<file path="src/twm_pkg.sv">
// Purpose: shared constants, field layout and carrier types of the waveform mode control.
// Assumes: one 16-bit timer per instance; counter and compare units sit outside.
// Notes: register offsets are byte addresses on the AHB-Lite slave.
package twm_pkg;

	localparam int TWM_ADDR_W = 8;
	localparam logic [TWM_ADDR_W-1:0] TWM_OFS_CTRL_A = 8'h00;
	localparam logic [TWM_ADDR_W-1:0] TWM_OFS_CTRL_B = 8'h04;
	localparam logic [TWM_ADDR_W-1:0] TWM_OFS_STATUS = 8'h08;

	// control A: output modes, force strobes, low mode bits
	localparam int TWM_COM_A_POS = 6;
	localparam int TWM_COM_B_POS = 4;
	localparam int TWM_FORCE_A_BIT = 3;
	localparam int TWM_FORCE_B_BIT = 2;
	localparam int TWM_WGM_LO_POS = 0;
	// control B: high mode bits
	localparam int TWM_WGM_HI_POS = 3;
	// status
	localparam int TWM_ST_PIN_A = 0;
	localparam int TWM_ST_PIN_B = 1;
	localparam int TWM_ST_DRIVE_A = 2;
	localparam int TWM_ST_DRIVE_B = 3;
	localparam int TWM_ST_CAP_EN = 4;

	localparam logic [7:0] TWM_CTRL_A_RESET = 8'h00;
	localparam logic [1:0] TWM_WGM_HI_RESET = 2'h0;
	localparam logic [7:0] TWM_CTRL_A_KEEP = 8'hf3;

	localparam logic [1:0] TWM_COM_OFF = 2'h0;
	localparam logic [1:0] TWM_COM_TOGGLE = 2'h1;

	localparam logic [15:0] TWM_TOP_VAL_MAX = 16'hffff;
	localparam logic [15:0] TWM_TOP_VAL_8 = 16'h00ff;
	localparam logic [15:0] TWM_TOP_VAL_9 = 16'h01ff;
	localparam logic [15:0] TWM_TOP_VAL_10 = 16'h03ff;

	localparam logic [1:0] TWM_HTRANS_NONSEQ = 2'h2;
	localparam logic [2:0] TWM_HSIZE_WORD = 3'h2;

	typedef enum logic [1:0] {
		TWM_KIND_NONPWM = 2'h0,
		TWM_KIND_FAST = 2'h1,
		TWM_KIND_PHASE = 2'h2,
		TWM_KIND_PFC = 2'h3
	} twm_kind_t;

	typedef enum logic [2:0] {
		TWM_TOP_MAX = 3'h0,
		TWM_TOP_8 = 3'h1,
		TWM_TOP_9 = 3'h2,
		TWM_TOP_10 = 3'h3,
		TWM_TOP_CMP_A = 3'h4,
		TWM_TOP_CAPTURE = 3'h5
	} twm_top_t;

	typedef enum logic [1:0] {
		TWM_PT_IMMEDIATE = 2'h0,
		TWM_PT_TOP = 2'h1,
		TWM_PT_BOTTOM = 2'h2,
		TWM_PT_MAX = 2'h3
	} twm_point_t;

	typedef struct packed {
		twm_kind_t kind;
		twm_top_t top;
		twm_point_t update;
		twm_point_t overflow;
	} twm_mode_t;

	// one-cycle qualified events from the counter, plus its direction
	typedef struct packed {
		logic match_a;
		logic match_b;
		logic at_top;
		logic at_bottom;
		logic at_max;
		logic down;
		logic cmp_a_is_top;
		logic cmp_b_is_top;
	} twm_cnt_t;

	typedef struct packed {
		logic pin_a;
		logic pin_b;
		logic drive_a;
		logic drive_b;
	} twm_pins_t;

	typedef struct packed {
		logic buffer_update;
		logic overflow_set;
		logic flag_set_a;
		logic flag_set_b;
		logic ctc_clear;
		logic capture_enable;
		logic capture_in;
	} twm_events_t;

endpackage

</file>
<file path="src/twm_mode_decode.sv">
// Purpose: decode the four waveform mode bits into count kind, TOP source and event points.
// Assumes: purely combinational; the caller registers what it needs.
// Notes: the reserved code is decoded as normal, so compare pins still act on matches and force strobes.
`timescale 1ns/1ps
module twm_mode_decode
	import twm_pkg::*;
(
	input wire logic [3:0] waveform_mode_select,
	output twm_mode_t mode
);

	always_comb begin
		mode = '{TWM_KIND_NONPWM, TWM_TOP_MAX, TWM_PT_IMMEDIATE, TWM_PT_MAX};
		unique case (waveform_mode_select)
			4'h0: mode = '{TWM_KIND_NONPWM, TWM_TOP_MAX, TWM_PT_IMMEDIATE, TWM_PT_MAX};
			4'h1: mode = '{TWM_KIND_PHASE, TWM_TOP_8, TWM_PT_TOP, TWM_PT_BOTTOM};
			4'h2: mode = '{TWM_KIND_PHASE, TWM_TOP_9, TWM_PT_TOP, TWM_PT_BOTTOM};
			4'h3: mode = '{TWM_KIND_PHASE, TWM_TOP_10, TWM_PT_TOP, TWM_PT_BOTTOM};
			4'h4: mode = '{TWM_KIND_NONPWM, TWM_TOP_CMP_A, TWM_PT_IMMEDIATE, TWM_PT_MAX};
			4'h5: mode = '{TWM_KIND_FAST, TWM_TOP_8, TWM_PT_TOP, TWM_PT_TOP};
			4'h6: mode = '{TWM_KIND_FAST, TWM_TOP_9, TWM_PT_TOP, TWM_PT_TOP};
			4'h7: mode = '{TWM_KIND_FAST, TWM_TOP_10, TWM_PT_TOP, TWM_PT_TOP};
			4'h8: mode = '{TWM_KIND_PFC, TWM_TOP_CAPTURE, TWM_PT_BOTTOM, TWM_PT_BOTTOM};
			4'h9: mode = '{TWM_KIND_PFC, TWM_TOP_CMP_A, TWM_PT_BOTTOM, TWM_PT_BOTTOM};
			4'ha: mode = '{TWM_KIND_PHASE, TWM_TOP_CAPTURE, TWM_PT_TOP, TWM_PT_BOTTOM};
			4'hb: mode = '{TWM_KIND_PHASE, TWM_TOP_CMP_A, TWM_PT_TOP, TWM_PT_BOTTOM};
			4'hc: mode = '{TWM_KIND_NONPWM, TWM_TOP_CAPTURE, TWM_PT_IMMEDIATE, TWM_PT_MAX};
			// reserved code: no sequence defined, behave as normal
			4'hd: mode = '{TWM_KIND_NONPWM, TWM_TOP_MAX, TWM_PT_IMMEDIATE, TWM_PT_MAX};
			4'he: mode = '{TWM_KIND_FAST, TWM_TOP_CAPTURE, TWM_PT_TOP, TWM_PT_TOP};
			4'hf: mode = '{TWM_KIND_FAST, TWM_TOP_CMP_A, TWM_PT_TOP, TWM_PT_TOP};
		endcase
	end

endmodule

</file>
<file path="src/twm_waveform_ctrl.sv">
// Purpose: control register A of a 16-bit timer and the waveform mode logic it steers.
// Assumes: counter events arrive on hclk, already qualified by the timer tick.
// Notes: zero-wait AHB-Lite slave; tmr_en freezes the waveform state only.
`timescale 1ns/1ps
module twm_waveform_ctrl
	import twm_pkg::*;
(
	input wire logic hclk,
	input wire logic hresetn,
	input wire logic tmr_en,
	input wire logic hsel,
	input wire logic [31:0] haddr,
	input wire logic [1:0] htrans,
	input wire logic hwrite,
	input wire logic [2:0] hsize,
	input wire logic [31:0] hwdata,
	input wire logic hready,
	output logic hreadyout,
	output logic hresp,
	output logic [31:0] hrdata,
	input twm_cnt_t cnt,
	input wire logic capture_pin,
	output twm_pins_t pins,
	output twm_events_t events,
	output twm_top_t top_sel,
	output logic [15:0] top_value
);

	typedef struct packed {
		logic [7:0] ctrl_a;
		logic [1:0] wgm_hi;
		logic force_a;
		logic force_b;
		logic wr_pend;
		logic [TWM_ADDR_W-1:0] wr_addr;
		logic ready;
		logic resp;
		logic [31:0] rdata;
		twm_pins_t pins;
		twm_events_t ev;
		twm_top_t top_sel;
		logic [15:0] top_value;
		logic cap_sync1;
		logic cap_sync2;
	} twm_state_t;

	localparam twm_state_t TWM_STATE_RESET = '{
		ctrl_a: TWM_CTRL_A_RESET,
		wgm_hi: TWM_WGM_HI_RESET,
		force_a: 1'b0,
		force_b: 1'b0,
		wr_pend: 1'b0,
		wr_addr: '0,
		ready: 1'b1,
		resp: 1'b0,
		rdata: '0,
		pins: '0,
		ev: '{1'b1, 1'b0, 1'b0, 1'b0, 1'b0, 1'b1, 1'b0},
		top_sel: TWM_TOP_MAX,
		top_value: TWM_TOP_VAL_MAX,
		cap_sync1: 1'b0,
		cap_sync2: 1'b0
	};

	twm_state_t st_reg;
	twm_state_t st_next;
	twm_mode_t mode;
	logic [3:0] mode_bits;

	// next level of one compare pin for the current mode and counter events
	function automatic logic twm_pin_step(
		input twm_kind_t kind,
		input logic [1:0] com,
		input logic wgm3,
		input logic is_b,
		input logic hit,
		input logic at_top,
		input logic down,
		input logic cmp_is_top,
		input logic cur
	);
		logic r;
		logic toggle_ok;
		r = cur;
		toggle_ok = (com == TWM_COM_TOGGLE) && wgm3 && !is_b;
		unique case (kind)
			TWM_KIND_NONPWM: begin
				if (hit) begin
					if (com == TWM_COM_TOGGLE) begin
						r = !cur;
					end else if (com[1]) begin
						r = com[0];
					end
				end
			end
			TWM_KIND_FAST: begin
				if (com[1]) begin
					if (at_top) begin
						r = !com[0];
					end
					// a match on TOP itself would fight the TOP action
					if (hit && !cmp_is_top) begin
						r = com[0];
					end
				end else if (toggle_ok && hit) begin
					r = !cur;
				end
			end
			TWM_KIND_PHASE, TWM_KIND_PFC: begin
				if (com[1]) begin
					if (hit) begin
						r = down ? !com[0] : com[0];
					end
				end else if (toggle_ok && hit) begin
					r = !cur;
				end
			end
		endcase
		return r;
	endfunction

	// whether the compare unit takes the pin away from the port
	function automatic logic twm_drive(
		input twm_kind_t kind,
		input logic [1:0] com,
		input logic wgm3,
		input logic is_b
	);
		logic quiet_toggle;
		// toggle is undefined for B in PWM, so B stays on the port there
		quiet_toggle = (kind != TWM_KIND_NONPWM) && (com == TWM_COM_TOGGLE) && (!wgm3 || is_b);
		return (com != TWM_COM_OFF) && !quiet_toggle;
	endfunction

	function automatic logic twm_event_at(input twm_point_t pt, input twm_cnt_t c);
		logic r;
		r = 1'b0;
		unique case (pt)
			TWM_PT_IMMEDIATE: r = 1'b1;
			TWM_PT_TOP: r = c.at_top;
			TWM_PT_BOTTOM: r = c.at_bottom;
			TWM_PT_MAX: r = c.at_max;
		endcase
		return r;
	endfunction

	assign mode_bits = {st_reg.wgm_hi, st_reg.ctrl_a[TWM_WGM_LO_POS +: 2]};

	twm_mode_decode u_decode (
		.waveform_mode_select(mode_bits),
		.mode(mode)
	);

	always_comb begin
		logic hit_a;
		logic hit_b;
		logic wgm3;
		logic take;
		logic pwm_after;
		logic [3:0] bits_after;
		logic [7:0] status;
		logic [31:0] rd;
		hit_a = 1'b0;
		hit_b = 1'b0;
		wgm3 = st_reg.wgm_hi[1];
		take = 1'b0;
		pwm_after = 1'b0;
		bits_after = '0;
		status = '0;
		rd = '0;
		st_next = st_reg;

		// waveform side, frozen while the timer clock enable is low
		if (tmr_en) begin
			hit_a = cnt.match_a || (st_reg.force_a && mode.kind == TWM_KIND_NONPWM);
			hit_b = cnt.match_b || (st_reg.force_b && mode.kind == TWM_KIND_NONPWM);
			st_next.force_a = 1'b0;
			st_next.force_b = 1'b0;
			st_next.pins.pin_a = twm_pin_step(mode.kind, st_reg.ctrl_a[TWM_COM_A_POS +: 2], wgm3,
				1'b0, hit_a, cnt.at_top, cnt.down, cnt.cmp_a_is_top, st_reg.pins.pin_a);
			st_next.pins.pin_b = twm_pin_step(mode.kind, st_reg.ctrl_a[TWM_COM_B_POS +: 2], wgm3,
				1'b1, hit_b, cnt.at_top, cnt.down, cnt.cmp_b_is_top, st_reg.pins.pin_b);
			st_next.pins.drive_a = twm_drive(mode.kind, st_reg.ctrl_a[TWM_COM_A_POS +: 2], wgm3,
				1'b0);
			st_next.pins.drive_b = twm_drive(mode.kind, st_reg.ctrl_a[TWM_COM_B_POS +: 2], wgm3,
				1'b1);
			// flags follow real matches only; counter clear follows match A or TOP, never a force strobe
			st_next.ev.flag_set_a = cnt.match_a;
			st_next.ev.flag_set_b = cnt.match_b;
			st_next.ev.ctc_clear = (mode.kind == TWM_KIND_NONPWM) && (
				(mode.top == TWM_TOP_CMP_A && cnt.match_a) ||
				(mode.top == TWM_TOP_CAPTURE && cnt.at_top));
			st_next.ev.buffer_update = twm_event_at(mode.update, cnt);
			st_next.ev.overflow_set = twm_event_at(mode.overflow, cnt);
			st_next.ev.capture_enable = (mode.top != TWM_TOP_CAPTURE);
			st_next.ev.capture_in = st_reg.cap_sync2 && (mode.top != TWM_TOP_CAPTURE);
			st_next.cap_sync1 = capture_pin;
			st_next.cap_sync2 = st_reg.cap_sync1;
			st_next.top_sel = mode.top;
			unique case (mode.top)
				TWM_TOP_MAX: st_next.top_value = TWM_TOP_VAL_MAX;
				TWM_TOP_8: st_next.top_value = TWM_TOP_VAL_8;
				TWM_TOP_9: st_next.top_value = TWM_TOP_VAL_9;
				TWM_TOP_10: st_next.top_value = TWM_TOP_VAL_10;
				// register-defined tops: the counter picks the value
				TWM_TOP_CMP_A, TWM_TOP_CAPTURE: st_next.top_value = '0;
			endcase
		end

		// bus data phase: the write lands after the timer section so a new strobe wins
		if (st_reg.wr_pend) begin
			st_next.wr_pend = 1'b0;
			unique case (st_reg.wr_addr)
				TWM_OFS_CTRL_A: begin
					st_next.ctrl_a = hwdata[7:0] & TWM_CTRL_A_KEEP;
					bits_after = {st_reg.wgm_hi, hwdata[TWM_WGM_LO_POS +: 2]};
					pwm_after = !(bits_after == 4'h0 || bits_after == 4'h4 ||
						bits_after == 4'hc || bits_after == 4'hd);
					if (!pwm_after) begin
						st_next.force_a = st_next.force_a || hwdata[TWM_FORCE_A_BIT];
						st_next.force_b = st_next.force_b || hwdata[TWM_FORCE_B_BIT];
					end
				end
				TWM_OFS_CTRL_B: st_next.wgm_hi = hwdata[TWM_WGM_HI_POS +: 2];
				default: ;
			endcase
		end

		// bus address phase
		take = hsel && hready && (htrans == TWM_HTRANS_NONSEQ);
		st_next.ready = 1'b1;
		st_next.resp = 1'b0;
		st_next.rdata = '0;
		if (take) begin
			if (hwrite) begin
				// only whole-word writes are honoured
				st_next.wr_pend = (hsize == TWM_HSIZE_WORD);
				st_next.wr_addr = haddr[TWM_ADDR_W-1:0];
			end else begin
				status[TWM_ST_PIN_A] = st_reg.pins.pin_a;
				status[TWM_ST_PIN_B] = st_reg.pins.pin_b;
				status[TWM_ST_DRIVE_A] = st_reg.pins.drive_a;
				status[TWM_ST_DRIVE_B] = st_reg.pins.drive_b;
				status[TWM_ST_CAP_EN] = st_reg.ev.capture_enable;
				// read the post-write copy so a read right after a write sees it
				unique case (haddr[TWM_ADDR_W-1:0])
					TWM_OFS_CTRL_A: rd[7:0] = st_next.ctrl_a;
					TWM_OFS_CTRL_B: rd[TWM_WGM_HI_POS +: 2] = st_next.wgm_hi;
					TWM_OFS_STATUS: rd[7:0] = status;
					default: rd = '0;
				endcase
				st_next.rdata = rd;
			end
		end
	end

	always_ff @(posedge hclk or negedge hresetn) begin
		if (!hresetn) begin
			st_reg <= TWM_STATE_RESET;
		end else begin
			st_reg <= st_next;
		end
	end

	assign hreadyout = st_reg.ready;
	assign hresp = st_reg.resp;
	assign hrdata = st_reg.rdata;
	assign pins = st_reg.pins;
	assign events = st_reg.ev;
	assign top_sel = st_reg.top_sel;
	assign top_value = st_reg.top_value;

endmodule

</file>
<file path="config.mk">
export PLATFORM = sky130hd
export DESIGN_NAME = twm_waveform_ctrl
export DESIGN_NICKNAME = d
export VERILOG_FILES = /design/src/twm_pkg.sv /design/src/twm_mode_decode.sv /design/src/twm_waveform_ctrl.sv
export SDC_FILE = /design/constraint.sdc
export NUM_CORES = 1
export LEC_CHECK = 0
export BUFFER_PORTS_ARGS = -buffer_cell sky130_fd_sc_hd__buf_2
export CAP_MARGIN = 40
export CORE_AREA = 2 2 123 89
export CTS_BUF_LIST = sky130_fd_sc_hd__clkbuf_2
export CTS_CLUSTER_DIAMETER = 150
export CTS_CLUSTER_SIZE = 8
export DETAILED_ROUTE_END_ITERATION = 10
export DIE_AREA = 0 0 125 91
export HOLD_SLACK_MARGIN = 0.12
export SYNTH_ARGS = -nofsm -noshare
export SYNTH_HDL_FRONTEND = slang
export SYNTH_HIERARCHICAL = 1
export SYNTH_SLANG_ARGS = --single-unit
</file>
<file path="constraint.sdc">
create_clock -name hclk -period 3.7 [get_ports hclk]
set_clock_uncertainty 0.05 [all_clocks]
set_input_delay 0.185 -clock hclk [delete_from_list [all_inputs] [get_ports hclk]]
set_output_delay 0.185 -clock hclk [all_outputs]
set_load 0.01 [all_outputs]
</file>
=== Word-level counts from Yosys, hierarchy flattened ===
Memory sizes are Yosys's and may differ from the RTL's.
Cells that the tools add are included.

* ROM bits: 144
* Flip-flop bits (word level): 85
* Logic and storage cells: 144
* Memories: 1
* Bits of input ports: 84
* Output and inout bits: 64

* Reduce and logical (&&, ||, !) cells: 49
* Equality and inequality tests: 35
* Mux-type cells: 37

{| class="wikitable"
|+ Memory list
! name !! depth !! width !! read ports !! clocked after memory_dff !! write ports !! line !! text
|-
| (no name shown) || 16 || 9 || 1 || 0 || 0 || twm_mode_decode.sv:14 || <nowiki>unique case (waveform_mode_select)</nowiki>
|}

{| class="wikitable"
|+ Operators with widths
! cell !! count
|-
| case mux 16 bit (5 select lines) || 1
|-
| two-way mux 8 bit || 3
|-
| two-way mux 1 bit || 19
|-
| two-way mux 9 bit || 2
|-
| logical AND 1 bit || 17
|-
| == test 8 x 3 -> 1 bit, second input constant || 2
|-
| logical NOT 8 bit || 2
|-
| == test 2 bit, second input constant || 7
|-
| two-way mux 13 bit || 1
|-
| == test 2 x 1 -> 1 bit, second input constant || 5
|-
| == test 3 x 2 -> 1 bit, second input constant || 3
|-
| logical NOT 1 bit || 9
|-
| != test 3 bit, second input constant || 3
|-
| == test 4 bit, second input constant || 2
|-
| == test 8 x 4 -> 1 bit, second input constant || 1
|-
| logical OR 1 bit || 8
|-
| two-way mux 2 bit || 4
|-
| case mux 1 bit (4 select lines) || 2
|-
| AND reduction 7 bit || 1
|-
| == test 3 bit, second input constant || 2
|-
| logical NOT 2 bit || 3
|-
| != test 2 bit, second input constant || 3
|-
| != test 3 x 2 -> 1 bit, second input constant || 2
|-
| case mux 1 bit (3 select lines) || 2
|-
| other kinds (13) || 17
|}

=== Logic depth before layout (Yosys ltp) ===
* Word-level depth: 10
* Depth in mapped cells: 8
* Gate-level depth less buffers: 7

=== Hierarchy ===
The synthesis kept the hierarchy.

{| class="wikitable"
|+ By module, submodules not included
! module !! seq. area each (um^2) !! instances !! area an instance (um^2) !! cells an instance
|-
| twm_waveform_ctrl || 1,233.7 || 1 || 2,867.8 || 279
|-
| twm_mode_decode || 0.0 || 1 || 120.1 || 17
|}

=== Worst setup path before layout ===
Ideal clock, no wire load.

* Path type: reg-to-reg
* Start: register st_reg, in the netlist mode_bits[2]
* End: register st_reg, in the netlist pins[3]
* Period minus slack after synthesis: 2.284 ns
* Setup slack: 1.416 ns
* Buffers on the path: 1
* Library setup time: 0.140 ns
* Data required time: 3.510 ns
* Stages on the path, launching flop included: 9
* Data arrival time: 2.094 ns
* Cells stage by stage: dfrtp_1 > inv_1 > ha_1 > o22ai_1 > clkbuf_1 > or3b_2 > a2111o_1 > o211ai_1 > a41oi_1

{| class="wikitable"
|+ RTL lines
! element !! line !! text
|-
| from (decl) || twm_waveform_ctrl.sv:65 || <nowiki>twm_state_t st_reg;</nowiki>
|-
| from (signal assigned) || twm_waveform_ctrl.sv:261 || <nowiki>st_reg <= st_next;</nowiki>
|}

==> results_dict.tcl <==
set metrics [dict create \
    outcome "completed" \
    relSlewSlack_pct 46.40 \
    hpwl_um 5136 \
    vias_per_cell 4.462 \
    cts_buffers 5 \
    drcViolationCount 0 \
    r2r-end "hrdata[1]" \
    worstPathArrival_ns 3.17 \
    syn_inst 296 \
    synth_edf_count 0 \
    drv_slew 0 \
    cts_tree "built" \
    hp-class "input pin to flop" \
    setup_viol 0 \
    slowest_stage "nor4b_4" \
    startpoint_type "flop" \
    path_cells "nor4_4 > nor4b_4 > mux2_2 > o2111a_1 > dlygate4sd3_1" \
    ys_ff_latch 49 \
    synthDistinctLibCells 55 \
    hold_path.startpoint "htrans[1]" \
    overflow 0 \
    vias 2231 \
    clkLatencyLatePin_ns 0.44 \
    cts_sinks 49 \
    async_reset_ff_share_pct 100.0 \
    worst-endpoint-required_ns 4.02 \
    wl_per_cell_um 13.91 \
    rsz0062_at_grt "false" \
    regArea_um2 1234 \
    ir_drop_v 0.0001465 \
    endpoint_kind "flop" \
    yosysWarnings 6 \
    leakage_nw 1.657 \
    critPathKind "flop to flop" \
    cts_buffer_depth 2 \
    ios 148 \
    numPortBuffers 73 \
    maxCapViolCount 0 \
    grt_usage_pct 12.39 \
    synth_area_per_cell_um2 10.09 \
    die_w_um 125 \
    tns_ns 0 \
    worst_r2r_path_depth 5 \
    final.period_utilization_pct 76.97 \
    detail-route-antenna-nets 0 \
    rows 31 \
    multiInputGateArea_um2 1269 \
    fmax_mhz 351.1 \
    h-tree-depth 2 \
    core_area_um2 10160 \
    period_minus_slack_ns 2.848 \
    grt_pass1_wl_um 11360 \
    fillers 1059 \
    synth_compound_area_share_pct 12.98 \
    power_density_nw_per_um2 321.2 \
    synth-xor-area-share_pct 0.5863 \
    ys_seq_area_share_pct 41.29 \
    clk_pin_slew_ns 0.25 \
    synthesis.area_um2 2988 \
    grt_pass1_vias 2210 \
    antenna_found_initial 0 \
    synthMuxAreaShare_pct 8.878 \
    worst_slew_pin_slew_ns 0.8040 \
    yosys.area_share.simple_pct 15.91 \
    detail_route.first_pass.iterations 4 \
    nNetsFinal 453 \
    r2r_slack_ns 0.85 \
    ys.flop_type "dfrtp_1" \
    syn_to_final_growth_pct 18.13 \
    timing.hold.ws_ns 0.1473 \
    insertedDiodeCount 0 \
    slowest_delay_ns 0.59 \
    wl_um 6955 \
    root_buffer "clkbuf_2" \
    critPathMaxFanout 8 \
    worstHoldEndpoint "hrdata[2]" \
    start_util_pct 29.40 \
    drive_gt1_share_pct 33.70 \
    largest_reg_flops 19 \
    grt_max_degree 40 \
    drtIter0Drc 124 \
    holdPathStages 5 \
    reg2reg_from "st_reg[67]" \
    die-area_um2 11380 \
    hold_viol 0 \
    post_cts_resize_count 0 \
    fp.dieH_um 91 \
    synthAdderAreaFrac_pct 0.8375 \
    place.gp.congestion 0.7372 \
    synth_top_family_by_area "buffers and inverters" \
]
-- placed cells by master (no fill, tap or decap), types with 2 or more instances in the layout --
cell	instances
dlygate4sd3_1	36
mux2_2	20
a21oi_1	16
buf_2	74
mux2i_1	4
conb_1	26
and2b_2	2
a31oi_1	7
nand2b_1	9
o2111a_1	2
a21o_1	5
nand4b_1	2
nor4b_1	2
a22o_1	2
nand2_1	7
dfstp_2	6
ha_1	2
and4_2	3
a2bb2oi_1	2
clkbuf_2	6
nor3_1	3
nor2b_1	2
o21ai_0	10
nand3_1	3
a211oi_1	3
or2_2	4
nor2_1	14
o22ai_1	2
nor3b_1	6
nand4_1	2
nor4_1	2
inv_1	16
dfrtp_1	43
-- final cells by class --
cell class              count  area share [%]
multi-input cells         184           35.94
flip-flops and latches     49           34.95
repair buffers            111           20.91
well taps                 132           4.679
inverters                  16           1.702
clock inverters             2          0.9571
clock buffers               6          0.8508
-- kinds of logic after synthesis --
logic type	count (synthesis)
other	2
buffers and inverters	87
AO/OA/AOI/OAI	58
AND/OR/NAND/NOR	72
adder cells (fa/ha/maj)	2
flip-flops	49
XOR/XNOR	2
multiplexers	24
-- layer usage --
metal  GRT usage [%]  vias up  share of wire (%)
met5               0        -                  0
met4           3.704        0               0.91
met3           4.066        7                6.3
met2           18.75       65                 44
met1           16.88     1067                 49
li1                -     1092                  -
-- where the power goes --
part | internal, W | total, W | switching (W) | leakage (nW)
logic | 0.000107 | 0.000220 | 0.000113 | 0.985
registers | 0.000581 | 0.000621 | 0.0000398 | 0.631
clock network | 0.000115 | 0.000293 | 0.000178 | 0.0406
total | 0.000803 | 0.00113 | 0.000331 | 1.66
-- Yosys cell counts (3+ instances only) --
cell	n	area share (%)
o21ai_0	10	1.7
nand2b_1	9	1.9
dfstp_2	6	5.3
a211oi_1	3	0.75
clkbuf_1	6	0.75
and4_2	3	1.0
a31oi_1	7	1.5
a21oi_1	16	2.7
dfrtp_1	43	36
mux2_2	20	7.5
nor2_1	14	1.8
buf_4	64	16
nand2_1	7	0.88
or2_2	4	0.84
a21o_1	5	1.3
mux2i_1	4	1.3
inv_1	16	2.0
nor3b_1	6	1.5
nand3_1	3	0.50
nor3_1	3	0.50
-- worst max path at each step --
stage,start,to,slack [ns],cells after the start
final,st_reg[67],hrdata[1],0.85,5
after global routing,st_reg[67],hrdata[1],0.71,5
after CTS,st_reg[67],hrdata[1],0.83,5
after detailed placement,mode_bits[2],pins[3],1.21,7
after global placement,mode_bits[1],pins[3],1.24,7
after floorplan,mode_bits[2],pins[3],1.42,8
-- worst max-delay path: cells and delay by family, from the launching register on --
family,cells,cell delay [ns]
DFF,1,0.47
AOI/OAI and AO/OA,1,0.22
buffers and inverters,1,0.56
muxes,1,0.41
and+or+nand+nor,2,1.07
-- timing repair --
item,in CTS,in global routing
endpoints found under the hold margin,83,1
hold buffers,35,1
setup buffers,0,0
-- per-stage QoR --
| step | utilization [%] | setup WS, ns | area, um2 | instances | total power, W |
|---|---|---|---|---|---|
| 2_1_floorplan | - | 1.416 | 3078 | 320 | 0.0007902 |
| 3_3_place_gp | 30.51 | 1.242 | 3100 | 455 | 0.0008190 |
| 3_5_place_dp | 30.56 | 1.211 | 3105 | 456 | 0.0008257 |
| 4_1_cts | 34.63 | 0.8331 | 3520 | 499 | 0.001151 |
| 5_1_grt | 34.73 | 0.7108 | 3530 | 500 | 0.001203 |
| 6_report | 34.73 | 0.8520 | 3530 | 500 | 0.001134 |
(Power assumes the default switching activity.)
